<file path="config.mk">
export PLATFORM = sky130hd
export DESIGN_NAME = ssp_port
export DESIGN_NICKNAME = d
export VERILOG_FILES = /design/src/inc/ssp_pkg.sv /design/src/design/ssp_port.sv
export VERILOG_INCLUDE_DIRS = /design/src /design/src/inc
export SDC_FILE = /design/constraint.sdc
export NUM_CORES = 1
export LEC_CHECK = 0
export ABC_AREA = 1
export CORE_MARGIN = 2
export CORE_UTILIZATION = 60
export CTS_CLUSTER_DIAMETER = 100
export DETAILED_ROUTE_END_ITERATION = 10
export DONT_BUFFER_PORTS = 1
export MAX_ROUTING_LAYER = met4
export PLACE_DENSITY = 0.78
export SLEW_MARGIN = 10
export SYNTH_ARGS = -nofsm -noshare
export SYNTH_HDL_FRONTEND = slang
export SYNTH_SLANG_ARGS = --single-unit
</file>
<file path="constraint.sdc">
create_clock -name pclk -period 3.77 [get_ports pclk]
set_input_delay 0.5655 -clock pclk [delete_from_list [all_inputs] [get_ports pclk]]
set_output_delay 0.5655 -clock pclk [all_outputs]
set_load 0.01 [all_outputs]
</file>
<file path="src/inc/ssp_regs.svh">
// Register offsets, field positions, reset values and counts of the serial port.
// Function
// - All-ones mask equals unmasked network receive
// - Masked slot: no copy, flags, interrupt
// - Sample data pin only in enabled slots
// - Receive frame starts at frame sync rise
// - Sample data on bit clock falling edge
// - Word clock copies shift word if enabled
// - Enabled word sets ready; interrupt if enabled
// - Reading receive data clears pending interrupt
// - Power-on reset clears controls and enable, mask all ones
// - Enable clear resets status, keeps controls
// - Internal bit clock held low throughout reset
// - Word clock counts 8/10/12/16 bits
// - Frame counter marks frame on sync pins
// - Bit clock external or divided, on pins
// - Transmit changes on rising, polarity inverts
// - Receive polarity bit moves capture edge
// - Transmit sync invert and early timing
`ifndef SSP_REGS_SVH
`define SSP_REGS_SVH

// Byte offsets on the register bus.
`define SSP_OFS_CTRL2    8'h00
`define SSP_OFS_CSR      8'h04
`define SSP_OFS_RXCTRL   8'h08
`define SSP_OFS_RXMASK   8'h0c
`define SSP_OFS_RXDATA   8'h10
`define SSP_OFS_TXDATA   8'h14

// Status bit positions in the low half of the control and status register.
`define SSP_ST_READY     0
`define SSP_ST_OVERRUN   1
// The control half of the control and status register starts here.
`define SSP_CSR_CTL_LSB  16

// Reset values.
`define SSP_RST_CTRL     16'h0000
`define SSP_RST_CSRCTL   16'h0000
`define SSP_RST_RXCTRL   16'h0000
`define SSP_RST_MASK     32'hffffffff

// Word lengths selected by the word length field.
`define SSP_WL_0         5'h08
`define SSP_WL_1         5'h0a
`define SSP_WL_2         5'h0c
`define SSP_WL_3         5'h10

`endif

</file>
<file path="src/inc/ssp_pkg.sv">
// Types shared by the serial port design.
package ssp_pkg;

  // Port control register two, low 16 bits.
  typedef struct packed {
    logic [6:0] rsvd;
    logic       fs_internal;
    logic       clk_internal;
    logic       tx_frame_sync_length;
    logic       tx_early_frame_sync;
    logic       tx_frame_sync_invert;
    logic       tx_clock_polarity;
    logic       network_mode_select;
    logic       rx_irq_enable;
    logic       port_enable_bit;
  } ssp_ctrl_t;

  // Control half of the control and status register.
  typedef struct packed {
    logic [11:0] rsvd;
    logic        rx_frame_sync_length;
    logic        rx_early_frame_sync;
    logic        rx_frame_sync_invert;
    logic        rx_clock_polarity;
  } ssp_csrctl_t;

  // Receive control register.
  typedef struct packed {
    logic [7:0] prescale_modulus;
    logic       rsvd;
    logic [4:0] frame_rate_divider;
    logic [1:0] word_length_field;
  } ssp_rxctl_t;

  // Link state.
  typedef enum logic [2:0] {
    SSP_OFF  = 3'b001,
    SSP_HUNT = 3'b010,
    SSP_RUN  = 3'b100
  } ssp_link_t;

endpackage : ssp_pkg

</file>
<file path="src/design/ssp_port.sv">
// Synchronous serial port: APB registers, bit/word/frame clocks, masked receive.
//
// Added by the designer: the register addresses and register access over APB.
`timescale 1ns/10ps
`include "ssp_regs.svh"

module ssp_port #(
  parameter int SLOTS = 32
) (
  // Clock, reset and enable.
  input  wire logic        pclk,
  input  wire logic        presetn,
  input  wire logic        clk_en,
  // APB slave.
  input  wire logic        psel,
  input  wire logic        penable,
  input  wire logic        pwrite,
  input  wire logic [7:0]  paddr,
  input  wire logic [31:0] pwdata,
  output logic [31:0]      prdata,
  output logic             pready,
  output logic             pslverr,
  // Serial pins.
  input  wire logic        rx_bit_clock_pin_in,
  output logic             rx_bit_clock_pin_out,
  output logic             rx_bit_clock_pin_oe,
  output logic             tx_bit_clock_pin_out,
  output logic             tx_bit_clock_pin_oe,
  input  wire logic        rx_frame_sync_pin_in,
  output logic             rx_frame_sync_pin_out,
  output logic             rx_frame_sync_pin_oe,
  output logic             tx_frame_sync_pin_out,
  output logic             tx_frame_sync_pin_oe,
  input  wire logic        rx_data_pin,
  output logic             tx_data_pin_out,
  output logic             tx_data_pin_oe,
  // Receive interrupt.
  output logic             rx_irq
);

  // The slot counter is five bits wide, so the mask must cover all 32 slots.
  if (SLOTS != 32) begin : g_chk
    $error("ssp_port: SLOTS must be 32");
  end

  ////////////////////////////////////////////////////////////////////////////
  // Helpers.
  // Bits per word for a word length code.
  function automatic logic [4:0] ssp_wlen(input logic [1:0] code);
    unique case (code)
      2'h0: ssp_wlen = `SSP_WL_0;
      2'h1: ssp_wlen = `SSP_WL_1;
      2'h2: ssp_wlen = `SSP_WL_2;
      2'h3: ssp_wlen = `SSP_WL_3;
    endcase
  endfunction : ssp_wlen

  // Position after {slot, bit}: the word clock wraps bits, the frame clock slots.
  function automatic logic [8:0] ssp_adv(input logic [4:0] s, input logic [3:0] b,
                                         input logic [4:0] wl, input logic [4:0] last);
    if ({1'b0, b} == wl - 5'h01) begin
      ssp_adv = {((s == last) ? 5'h00 : s + 5'h01), 4'h0};
    end else begin
      ssp_adv = {s, b + 4'h1};
    end
  endfunction : ssp_adv

  // Whether a position lies inside the frame sync pulse.
  function automatic logic ssp_in_fs(input logic [8:0] pos, input logic bitlen);
    ssp_in_fs = (pos[8:4] == 5'h00) && (!bitlen || pos[3:0] == 4'h0);
  endfunction : ssp_in_fs

  ////////////////////////////////////////////////////////////////////////////
  // Registers and APB slave.
  logic [15:0] control_reg_two, next_control_reg_two;
  logic [15:0] csr_ctl, next_csr_ctl;
  logic [15:0] rx_control_reg, next_rx_control_reg;
  logic [31:0] rx_slot_mask, next_rx_slot_mask;
  logic [15:0] tx_data_reg, next_tx_data_reg;
  logic [15:0] rx_data_reg, next_rx_data_reg;
  logic        rx_data_ready_flag, next_rx_data_ready_flag;
  logic        rx_overrun, next_rx_overrun;
  logic [31:0] next_prdata;
  logic        mapped, wr_acc, rd_rxdata;
  wire ssp_pkg::ssp_ctrl_t   ctl  = ssp_pkg::ssp_ctrl_t'(control_reg_two);
  wire ssp_pkg::ssp_csrctl_t cctl = ssp_pkg::ssp_csrctl_t'(csr_ctl);
  wire ssp_pkg::ssp_rxctl_t  rctl = ssp_pkg::ssp_rxctl_t'(rx_control_reg);

  // Word clock event from the receive datapath.
  logic word_done, slot_on;

  // Zero-wait slave: read data is captured in the setup cycle.
  assign mapped    = (paddr == `SSP_OFS_CTRL2) || (paddr == `SSP_OFS_CSR) ||
                     (paddr == `SSP_OFS_RXCTRL) || (paddr == `SSP_OFS_RXMASK) ||
                     (paddr == `SSP_OFS_RXDATA) || (paddr == `SSP_OFS_TXDATA);
  assign pready    = 1'b1;
  assign pslverr   = psel && penable && !mapped;
  assign wr_acc    = psel && penable && pwrite && mapped;
  assign rd_rxdata = psel && penable && !pwrite && (paddr == `SSP_OFS_RXDATA);
  assign rx_irq    = rx_data_ready_flag && ctl.rx_irq_enable;

  // Register file next state; a new word wins over a clearing read.
  always_comb begin
    next_control_reg_two    = control_reg_two;
    next_csr_ctl            = csr_ctl;
    next_rx_control_reg     = rx_control_reg;
    next_rx_slot_mask       = rx_slot_mask;
    next_tx_data_reg        = tx_data_reg;
    next_rx_data_ready_flag = rx_data_ready_flag;
    next_rx_overrun         = rx_overrun;
    next_prdata             = prdata;
    if (wr_acc) begin
      unique case (paddr)
        `SSP_OFS_CTRL2:  next_control_reg_two = pwdata[15:0];
        `SSP_OFS_CSR:    next_csr_ctl         = pwdata[31:16];
        `SSP_OFS_RXCTRL: next_rx_control_reg  = pwdata[15:0];
        `SSP_OFS_RXMASK: next_rx_slot_mask    = pwdata;
        `SSP_OFS_TXDATA: next_tx_data_reg     = pwdata[15:0];
        default:         next_tx_data_reg     = tx_data_reg;
      endcase
    end
    if (rd_rxdata) begin
      next_rx_data_ready_flag = 1'b0;
    end
    if (word_done && slot_on) begin
      next_rx_data_ready_flag = 1'b1;
      next_rx_overrun         = rx_overrun || (rx_data_ready_flag && !rd_rxdata);
    end
    // Soft reset: status returns to its power-on state, controls stay.
    if (!ctl.port_enable_bit) begin
      next_rx_data_ready_flag = 1'b0;
      next_rx_overrun         = 1'b0;
    end
    if (psel && !penable) begin
      unique case (paddr)
        `SSP_OFS_CTRL2:  next_prdata = {16'h0000, control_reg_two};
        `SSP_OFS_CSR:    next_prdata = {csr_ctl, 14'h0000, rx_overrun, rx_data_ready_flag};
        `SSP_OFS_RXCTRL: next_prdata = {16'h0000, rx_control_reg};
        `SSP_OFS_RXMASK: next_prdata = rx_slot_mask;
        `SSP_OFS_RXDATA: next_prdata = {16'h0000, rx_data_reg};
        `SSP_OFS_TXDATA: next_prdata = {16'h0000, tx_data_reg};
        default:         next_prdata = 32'h00000000;
      endcase
    end
  end

  // Power-on reset loads every control register, clearing the enable.
  always_ff @(posedge pclk or negedge presetn) begin
    if (!presetn) begin
      control_reg_two    <= `SSP_RST_CTRL;
      csr_ctl            <= `SSP_RST_CSRCTL;
      rx_control_reg     <= `SSP_RST_RXCTRL;
      rx_slot_mask       <= `SSP_RST_MASK;
      tx_data_reg        <= 16'h0000;
      rx_data_ready_flag <= 1'b0;
      rx_overrun         <= 1'b0;
      prdata             <= 32'h00000000;
    end else if (clk_en) begin
      control_reg_two    <= next_control_reg_two;
      csr_ctl            <= next_csr_ctl;
      rx_control_reg     <= next_rx_control_reg;
      rx_slot_mask       <= next_rx_slot_mask;
      tx_data_reg        <= next_tx_data_reg;
      rx_data_ready_flag <= next_rx_data_ready_flag;
      rx_overrun         <= next_rx_overrun;
      prdata             <= next_prdata;
    end
  end

  ////////////////////////////////////////////////////////////////////////////
  // Bit clock, word clock, frame clock and serial datapath.
  logic [2:0]  sync1, sync2;  // {bit clock, frame sync, data}
  logic        bclk_int, next_bclk_int, bclk_d, bclk;
  logic [7:0]  div_cnt, next_div_cnt;
  logic [3:0]  bit_cnt, next_bit_cnt;
  logic [4:0]  slot_cnt, next_slot_cnt;
  logic [15:0] rx_shift_reg, next_rx_shift_reg;
  logic [15:0] tx_hold, next_tx_hold;
  logic        fs_prev, next_fs_prev;
  logic        next_tx_data_pin_out, next_tx_fs, next_rx_fs;
  logic        fs_tx, fs_rx;
  logic        cap, txe, fs_in, fs_rise, run;
  logic [4:0]  wl, last;
  logic [8:0]  pos, npos;
  logic [3:0]  tx_idx;
  ssp_pkg::ssp_link_t link, next_link;

  // Internal bit clock only while enabled, so a disabled port holds it low.
  assign bclk = ctl.clk_internal ? bclk_int : sync2[2];
  assign cap  = cctl.rx_clock_polarity ? (bclk && !bclk_d) : (!bclk && bclk_d);
  assign txe  = ctl.tx_clock_polarity ? (!bclk && bclk_d) : (bclk && !bclk_d);
  assign wl   = ssp_wlen(rctl.word_length_field);
  assign last = ctl.network_mode_select ? rctl.frame_rate_divider : 5'h00;
  assign fs_in   = sync2[1] ^ cctl.rx_frame_sync_invert;
  assign fs_rise = cap && !ctl.fs_internal && fs_in && !fs_prev;
  assign run     = (link == ssp_pkg::SSP_RUN) ||
                   (fs_rise && !cctl.rx_early_frame_sync);
  // A standard-timing sync marks the bit it arrives with as slot 0, bit 0.
  assign pos     = (fs_rise && !cctl.rx_early_frame_sync) ? 9'h000 : {slot_cnt, bit_cnt};
  assign npos    = ssp_adv(pos[8:4], pos[3:0], wl, last);
  assign slot_on = !ctl.network_mode_select || rx_slot_mask[pos[8:4]];
  assign word_done = cap && run && ({1'b0, pos[3:0]} == wl - 5'h01);
  assign tx_idx  = 4'(wl - 5'h01 - {1'b0, bit_cnt});

  // Next state of clocks, counters and shift registers.
  always_comb begin
    next_bclk_int        = bclk_int;
    next_div_cnt         = div_cnt + 8'h01;
    next_link            = link;
    next_bit_cnt         = bit_cnt;
    next_slot_cnt        = slot_cnt;
    next_rx_shift_reg    = rx_shift_reg;
    next_rx_data_reg     = rx_data_reg;
    next_tx_hold         = tx_hold;
    next_tx_data_pin_out = tx_data_pin_out;
    next_tx_fs           = fs_tx;
    next_rx_fs           = fs_rx;
    next_fs_prev         = cap ? fs_in : fs_prev;
    // Divide pclk by twice the prescale modulus plus two.
    if (div_cnt == rctl.prescale_modulus) begin
      next_div_cnt  = 8'h00;
      next_bclk_int = !bclk_int;
    end
    if (cap && run) begin
      if (slot_on) begin
        next_rx_shift_reg = {rx_shift_reg[14:0], sync2[0]};
      end
      if (word_done && slot_on) begin
        next_rx_data_reg = next_rx_shift_reg & ((16'h0001 << wl) - 16'h0001);
      end
      {next_slot_cnt, next_bit_cnt} = npos;
    end
    if (fs_rise && cctl.rx_early_frame_sync) begin
      {next_slot_cnt, next_bit_cnt} = 9'h000;
    end
    unique case (link)
      ssp_pkg::SSP_OFF:  next_link = ctl.fs_internal ? ssp_pkg::SSP_RUN : ssp_pkg::SSP_HUNT;
      ssp_pkg::SSP_HUNT: if (fs_rise) next_link = ssp_pkg::SSP_RUN;
      ssp_pkg::SSP_RUN:  next_link = ssp_pkg::SSP_RUN;
    endcase
    if (txe && link == ssp_pkg::SSP_RUN) begin
      next_tx_hold = (bit_cnt == 4'h0) ? tx_data_reg : tx_hold;
      next_tx_data_pin_out = next_tx_hold[tx_idx];
      // Early timing raises the sync one bit before the frame's first bit.
      next_tx_fs = ctl.tx_frame_sync_invert ^ ssp_in_fs(ctl.tx_early_frame_sync ?
                   ssp_adv(slot_cnt, bit_cnt, wl, last) : {slot_cnt, bit_cnt},
                   ctl.tx_frame_sync_length);
      next_rx_fs = cctl.rx_frame_sync_invert ^ ssp_in_fs(cctl.rx_early_frame_sync ?
                   ssp_adv(slot_cnt, bit_cnt, wl, last) : {slot_cnt, bit_cnt},
                   cctl.rx_frame_sync_length);
    end
    // Soft reset: counters, shifter and link return to idle, clock held low.
    if (!ctl.port_enable_bit) begin
      next_bclk_int     = 1'b0;
      next_div_cnt      = 8'h00;
      next_link         = ssp_pkg::SSP_OFF;
      next_bit_cnt      = 4'h0;
      next_slot_cnt     = 5'h00;
      next_rx_shift_reg = 16'h0000;
    end
  end

  // All state, the synchronisers too, holds while clk_en is low.
  always_ff @(posedge pclk or negedge presetn) begin
    if (!presetn) begin
      sync1           <= 3'h0;
      sync2           <= 3'h0;
      bclk_d          <= 1'b0;
      bclk_int        <= 1'b0;
      div_cnt         <= 8'h00;
      link            <= ssp_pkg::SSP_OFF;
      bit_cnt         <= 4'h0;
      slot_cnt        <= 5'h00;
      rx_shift_reg    <= 16'h0000;
      rx_data_reg     <= 16'h0000;
      tx_hold         <= 16'h0000;
      tx_data_pin_out <= 1'b0;
      fs_tx           <= 1'b0;
      fs_rx           <= 1'b0;
      fs_prev         <= 1'b0;
    end else if (clk_en) begin
      sync1           <= {rx_bit_clock_pin_in, rx_frame_sync_pin_in, rx_data_pin};
      sync2           <= sync1;
      bclk_d          <= bclk;
      bclk_int        <= next_bclk_int;
      div_cnt         <= next_div_cnt;
      link            <= next_link;
      bit_cnt         <= next_bit_cnt;
      slot_cnt        <= next_slot_cnt;
      rx_shift_reg    <= next_rx_shift_reg;
      rx_data_reg     <= next_rx_data_reg;
      tx_hold         <= next_tx_hold;
      tx_data_pin_out <= next_tx_data_pin_out;
      fs_tx           <= next_tx_fs;
      fs_rx           <= next_rx_fs;
      fs_prev         <= next_fs_prev;
    end
  end

  // Pin drivers; the receive bit clock pin is an input when external.
  assign rx_bit_clock_pin_out  = bclk_int;
  assign rx_bit_clock_pin_oe   = ctl.clk_internal;
  assign tx_bit_clock_pin_out  = bclk_int;
  assign tx_bit_clock_pin_oe   = ctl.clk_internal;
  assign tx_frame_sync_pin_out = fs_tx;
  assign tx_frame_sync_pin_oe  = ctl.fs_internal && ctl.port_enable_bit;
  assign rx_frame_sync_pin_out = fs_rx;
  assign rx_frame_sync_pin_oe  = ctl.fs_internal && ctl.port_enable_bit;
  assign tx_data_pin_oe        = (link == ssp_pkg::SSP_RUN);
endmodule : ssp_port

</file>
# Word level (Yosys, flattened, before mapping)
# Cells that the tools add are included.
# W data, S select, Z words.
# op_classes
eq_ne,22
div_mod_pow,0
reduce_logical,68
mux,42
bitwise_logic,4
n_shift,1
magnitude_cmp,2
multipliers,0
add_sub_neg,8
# ops
cell,n
$pmux W32 S6,1
$mux W16,5
$mux W9,6
$mux W5,6
$logic_and A1 B1 Y1,23
$pmux W5 S4,1
$reduce_and A2 Y1,9
$reduce_and A3 Y1,6
$and A16 B16 Y16,1
$eq A8 B4 Y1 const B,2
$eq A8 B5 Y1 const B,2
$mux W8,2
$shl A1 B5 Y16 const A,1
$sub A16 B1 Y16 const B,1
$logic_not A1 Y1,13
$logic_not A4 Y1,3
$mux W1,12
$mux W4,3
$add A5 B1 Y5 const B,2
$eq A4 B5 Y1,2
$eq A5 B5 Y1,2
$logic_not A5 Y1,2
$logic_or A1 B1 Y1,10
$mux W3,3
other kinds (22),29
# totals
input_bits,49
n_memories,0
latchBits,0
register_bits,210
ram_bits,0
mem_bits_ro,0
out_inout_bits,45

# Depth between registers and ports, before layout
# logic_depth
word_depth,16
ltp_mapped,20

# Worst setup path after synthesis
# No wires, ideal clock.
# synth_timing
kind,register to register
startpoint,register bit_cnt[0]
endpoint,register tx_data_pin_out
setup_time_ns,0.066
synth_period_minus_slack_ns,2.322
path_buffers,3
path_stages_with_launch,14
t_required_ns,3.704
setup_slack_ns,1.448
arrival_ns,2.257
path_cell_list,dfrtp_1 clkbuf_1 inv_1 clkbuf_1 ha_1 nand2_1 clkbuf_1 nand2_1 o21ai_0 nor2_1 o221a_2 o31ai_1 nand2_1 nand2_1
# synth_between
elab_chain_len,4
word_cells_on_any_way,5
cone_classes,add/sub: 1; mux: 3; reduce/logical: 1
# synth_rtl
element,line_no,rtl
start: declaration,ssp_port.sv:175,"logic [3:0] bit_cnt, next_bit_cnt;"
start signal: assignment,ssp_port.sv:288,bit_cnt <= next_bit_cnt;
branches (longest 2 deep; another with $sub A4 B4 Y4),n/a,
$bmux W1 S4 *,ssp_port.sv:243,next_tx_data_pin_out = next_tx_hold[tx_idx];
$mux W1 (not written as such) *,ssp_port.sv:243,
end signal: assignment,ssp_port.sv:293,tx_data_pin_out <= next_tx_data_pin_out;
end: declaration,ssp_port.sv:35,"output logic tx_data_pin_out,"
# Every way passes the cells marked *. The select of a mux whose other input is x is not followed.
# A chain may end at the register's enable or synchronous reset.

# Worst setup path in the final report
# layout_timing
startpoint,register control_reg_two[7]
endpoint,register rx_data_reg[7]
# layout_between
elab_chain_len,15
word_cells_on_any_way,22
cone_classes,eq/ne: 1; mux: 7; bitwise: 1; reduce/logical: 13
# layout_rtl
element,line_no,rtl
start: declaration,ssp_port.sv:75,"logic [15:0] control_reg_two, next_control_reg_two;"
start signal: assignment,ssp_port.sv:150,control_reg_two <= `SSP_RST_CTRL;
start signal: assignment,ssp_port.sv:159,control_reg_two <= next_control_reg_two;
$mux W1 *,ssp_port.sv:189,assign bclk = ctl.clk_internal ? bclk_int : sync2[2];
$logic_not A1 Y1,ssp_port.sv:190,assign cap = cctl.rx_clock_polarity ? (bclk && !bclk_d) : (!bclk && bclk_d);
$logic_and A1 B1 Y1,ssp_port.sv:190,
$mux W1 *,ssp_port.sv:190,
$logic_and A1 B1 Y1 (3 in a row),ssp_port.sv:195,assign fs_rise = cap && !ctl.fs_internal && fs_in && !fs_prev;
$logic_and A1 B1 Y1,"ssp_port.sv:197, ssp_port.sv:199",
$mux W9,ssp_port.sv:199,"assign pos = (fs_rise && !cctl.rx_early_frame_sync) ? 9'h000 : {slot_cnt, bit_cnt};"
$bmux W1 S5,ssp_port.sv:201,assign slot_on = !ctl.network_mode_select || rx_slot_mask[pos[8:4]];
$mux W1 (not written as such),ssp_port.sv:201,
$logic_or A1 B1 Y1,ssp_port.sv:201,
$mux W16,ssp_port.sv:225,if (slot_on) begin
$mux W16,ssp_port.sv:224,if (cap && run) begin
$and A16 B16 Y16,ssp_port.sv:229,next_rx_data_reg = next_rx_shift_reg & ((16'h0001 << wl) - 16'h0001);
end signal: assignment,ssp_port.sv:291,rx_data_reg <= next_rx_data_reg;
end: declaration,ssp_port.sv:80,"logic [15:0] rx_data_reg, next_rx_data_reg;"
# Mark *: on every way between the ends. The rest lies on a longest branch, timed or not. The select of a mux whose other input is x is not followed.

==> summary.md <==
| Metric | Value |
|---|---|
| Total core area | `between 0.015 and 0.02 mm^2` |
| Worst hold path type | `in -> async` |
| Register bit total from synthesis | `210` |
| Crit. End Element | `register` |
| Placed cell count | `between 1500 and 2000` |
| Compound-Gate Fraction of Synth Area | `15.2%` |
| Synth Area in Adders | `2.08%` |
| RSZ-0062 raised after global routing | `false` |
| Comb pwr share | `roughly 2.1%` |
| Pin count of the biggest net entering global routing | `approximately 210` |
| Fin crit share | `90.0%` |
| Clk slew on worst S/H paths | `60 ps` |
| Fin worst setup slack | `about 380 ps` |
| Drt wl/cell | `18.9 um` |
| Slew @ Worst Pin | `1050 ps` |
| Buffers added on ports | `0` |
| MaxCap Viol Count | `0` |
| CP startpoint kind | `register` |
| Worst vdd ir | `0.408 mV` |
| Hold Worst Slack | `-258 ps` |
| Leakage | `between 5 and 6 nW` |
| Largest regs | `prdata (32), rx_slot_mask (32)` |
| Achievable Freq | `~0.3 GHz` |
| Cell area after layout | `0.0118 mm^2` |
| Worst slack at placement | `508 ps` |
| Die ar. | `0.0191 mm^2` |
| FFs w/ async S/R, synth | `100%` |
| Fraction of layout cells with a size suffix above 1 | `9.21%` |
| Avg Cell Area, Syn | `7.97 um^2` |
| Area share of xor/xnor cells in the synthesized design | `2.02%` |
| Reg2reg setup slack | `between 300 and 400 ps` |
| Synth Flop Type | `dfrtp_1` |
| DR DRC count | `0` |
| Placed cell areas | `0.0109 mm^2` |
| Setup Buffers After CTS | `0` |
| Clk_lat worst skew | `520 ps` |
| Synth Cell Area | `approximately 0.011 mm^2` |
| Sequential-to-total area share from yosys stat | `48.9%` |
| Post-Layout Cell Count | `1586` |
| Gpl congestion | `0.922` |
| Final Routed Wirelength | `30.0 mm` |
| Mapped Nets | `1426` |
| Violated checks | `negative hold slack` |
| Setup TNS | `0 ps` |
| Worst Skew | `19.2 ps` |
| Detailed Place HPWL | `21.1 mm` |
| WP data arrival | `3790 ps` |
| Vias post-DR | `9387` |
| Routed Antenna Nets | `0` |
| Post-layout util | `about two thirds` |
| Row Count | `49` |
| CP max FO | `28` |
| Largest family of logic cells by synthesized area | `simple AND/OR/NAND/NOR gates` |
| GRT Overall Usage | `32.4%` |
| Fin. max-slew vios | `0` |
| Mux cell area share after synthesis | `0%` |
| Initial Util | `approximately three fifths` |
| Cts bufs inserted | `23` |
| Die H | `138 um` |
| Crit Path Category | `reg -> reg` |
| Layout fillers | `1495` |
| Endpoints failing hold | `178` |
| Clock power share | `51.3%` |
| Synth Area in Simple Gates | `roughly 23%` |
| Final Net Count | `1407` |
| Maximum clock insertion buffer count | `3` |
| Number of synthesized flops with an enable pin | `0` |
| Initial antenna violation count | `1` |
| Sw power | `about 1 mW` |
| Sw Ratio | `a little over a fifth` |
| Drt pass-1 iters | `5` |
| Area grow syn2layout | `8.95%` |
| Io pins | `94` |
| Yosys top cell by area | `dfrtp_1` |
| CTS resizes | `0` |
| Iteration-0 DRC Markers | `900` |
| Yosys top cell area share | `slightly above 40%` |
| Post-synthesis cell type count | `50` |
| Number of antenna cells inserted | `0` |
| Worst relative slew slack | `29.5%` |
| Synth top area cells | `dfrtp_1 41%, nand2_1 15%, o21ai_0 8.9%` |
| WP data required | `4170 ps` |
| Pwr/cell area | `414 mW/mm^2` |
| Post-Synthesis Cells | `around 1400` |
| Clock sink count | `210` |
| Routed vias/inst | `just under 6` |
| Syn. warnings | `0` |
| Root Buffer | `clkbuf_16` |
| Endpoints failing setup | `0` |
| Most common cell after layout, fill and taps aside | `nand2_1` |
| Congestion Overflow GR | `0` |
| CTS tree | `done` |
| H-tree depth | `1` |
| Die span in x | `138 um` |
| Vias in the first global route | `8944` |
| Int Power | `3.87 mW` |
| Period minus WS final | `approximately 3400 ps` |
| First-pass GRT wire length | `48.1 mm` |
| Outcome | `finished with violations` |
| Most frequent cells in the layout | `420 x nand2_1, 192 x o21ai_0, 177 x dfrtp_1` |
| Flop pwr share | `a little under half` |
final cells by class:
class                           instances  area (um^2)  area share [%]
Clock inverter                          8          150            1.27
Timing Repair Buffer                   13         97.6           0.827
Multi-Input combinational cell        920         4620            39.1
Sequential cell                       210         5300            44.9
Clock buffer                           34          707            5.99
Inverter                              172          646            5.47
Tap cell                              229          287            2.43
layer usage:
metal	track usage, %	up-vias	part of all wire (%)
li1	-	4389	-
met1	46.3	4446	43
met2	46.7	484	44
met3	7.24	68	10
met4	9.72	0	3.0
met5	-	-	0
path summary, 6_finish.rpt:
check / from / to / cells after the start
setup / recovery: control_reg_two[7] / rx_data_reg[7] / 17
hold / removal: presetn / tx_hold[11] / 0
setup reg to reg: control_reg_two[7] / rx_data_reg[7] / 17
hold reg to reg: tx_hold[12] / tx_hold[12] / 2
max in group asynchronous: presetn / rx_slot_mask[25] / 0
min in group pclk: clk_en / div_cnt[1] / 1
critical path: stages (launching register included):
cell,delay [ps]
dfrtp_1,550
nand2_1,140
nand2_1,160
nand3_1,100
nand2_1,150
nand3_4,320
nand2_2,300
inv_2,110
nand3_1,100
nand3_1,70
nand3_1,80
nand2_2,60
nand2_4,120
nand3_4,330
nand2_4,410
nor2_1,90
nand3_1,90
nand2_1,60
logic make-up after synthesis:
kind of cell | after synthesis
simple gates | 588
buf+inv | 229
xor+xnor | 25
flops | 210
other cells | 1
compound gates | 288
fa+ha+maj | 18
power by group through the flow:
stage	combinational (mW)	sequential, mW	clock, mW
floorplan	0.0765	2.32	0
detailed placement	0.0991	2.32	0
global placement	0.0970	2.32	0
CTS	0.100	2.28	2.53
finish	0.101	2.28	2.51
global route	0.113	2.28	2.61
Yosys cell counts, drive strengths merged, types with 2 or more instances:
| cell | n |
|---|---|
| a22o | 2 |
| clkinv | 5 |
| a211oi | 9 |
| nand3 | 75 |
| clkbuf | 44 |
| a31oi | 2 |
| o221a | 2 |
| o31ai | 4 |
| o22ai | 15 |
| inv | 167 |
| xor2 | 19 |
| a21oi | 12 |
| nor2 | 44 |
| nand2 | 431 |
| o2111ai | 6 |
| xnor2 | 6 |
| a221oi | 7 |
| o221ai | 6 |
| nor3 | 11 |
| o21ai | 214 |
| o32ai | 2 |
| buf | 13 |
| or2 | 3 |
| nor4 | 4 |
| dfrtp | 177 |
| dfstp | 33 |
| o211ai | 3 |
| nand4 | 19 |
| ha | 18 |
per-stage QoR:
stage	total power [mW]	hold WS, ps
detailed placement	2.42	281
CTS	4.91	-263
floorplan	2.39	270
finish	4.89	-258
global route	5.01	-269
global placement	2.42	282
(Power assumes the default switching activity.)
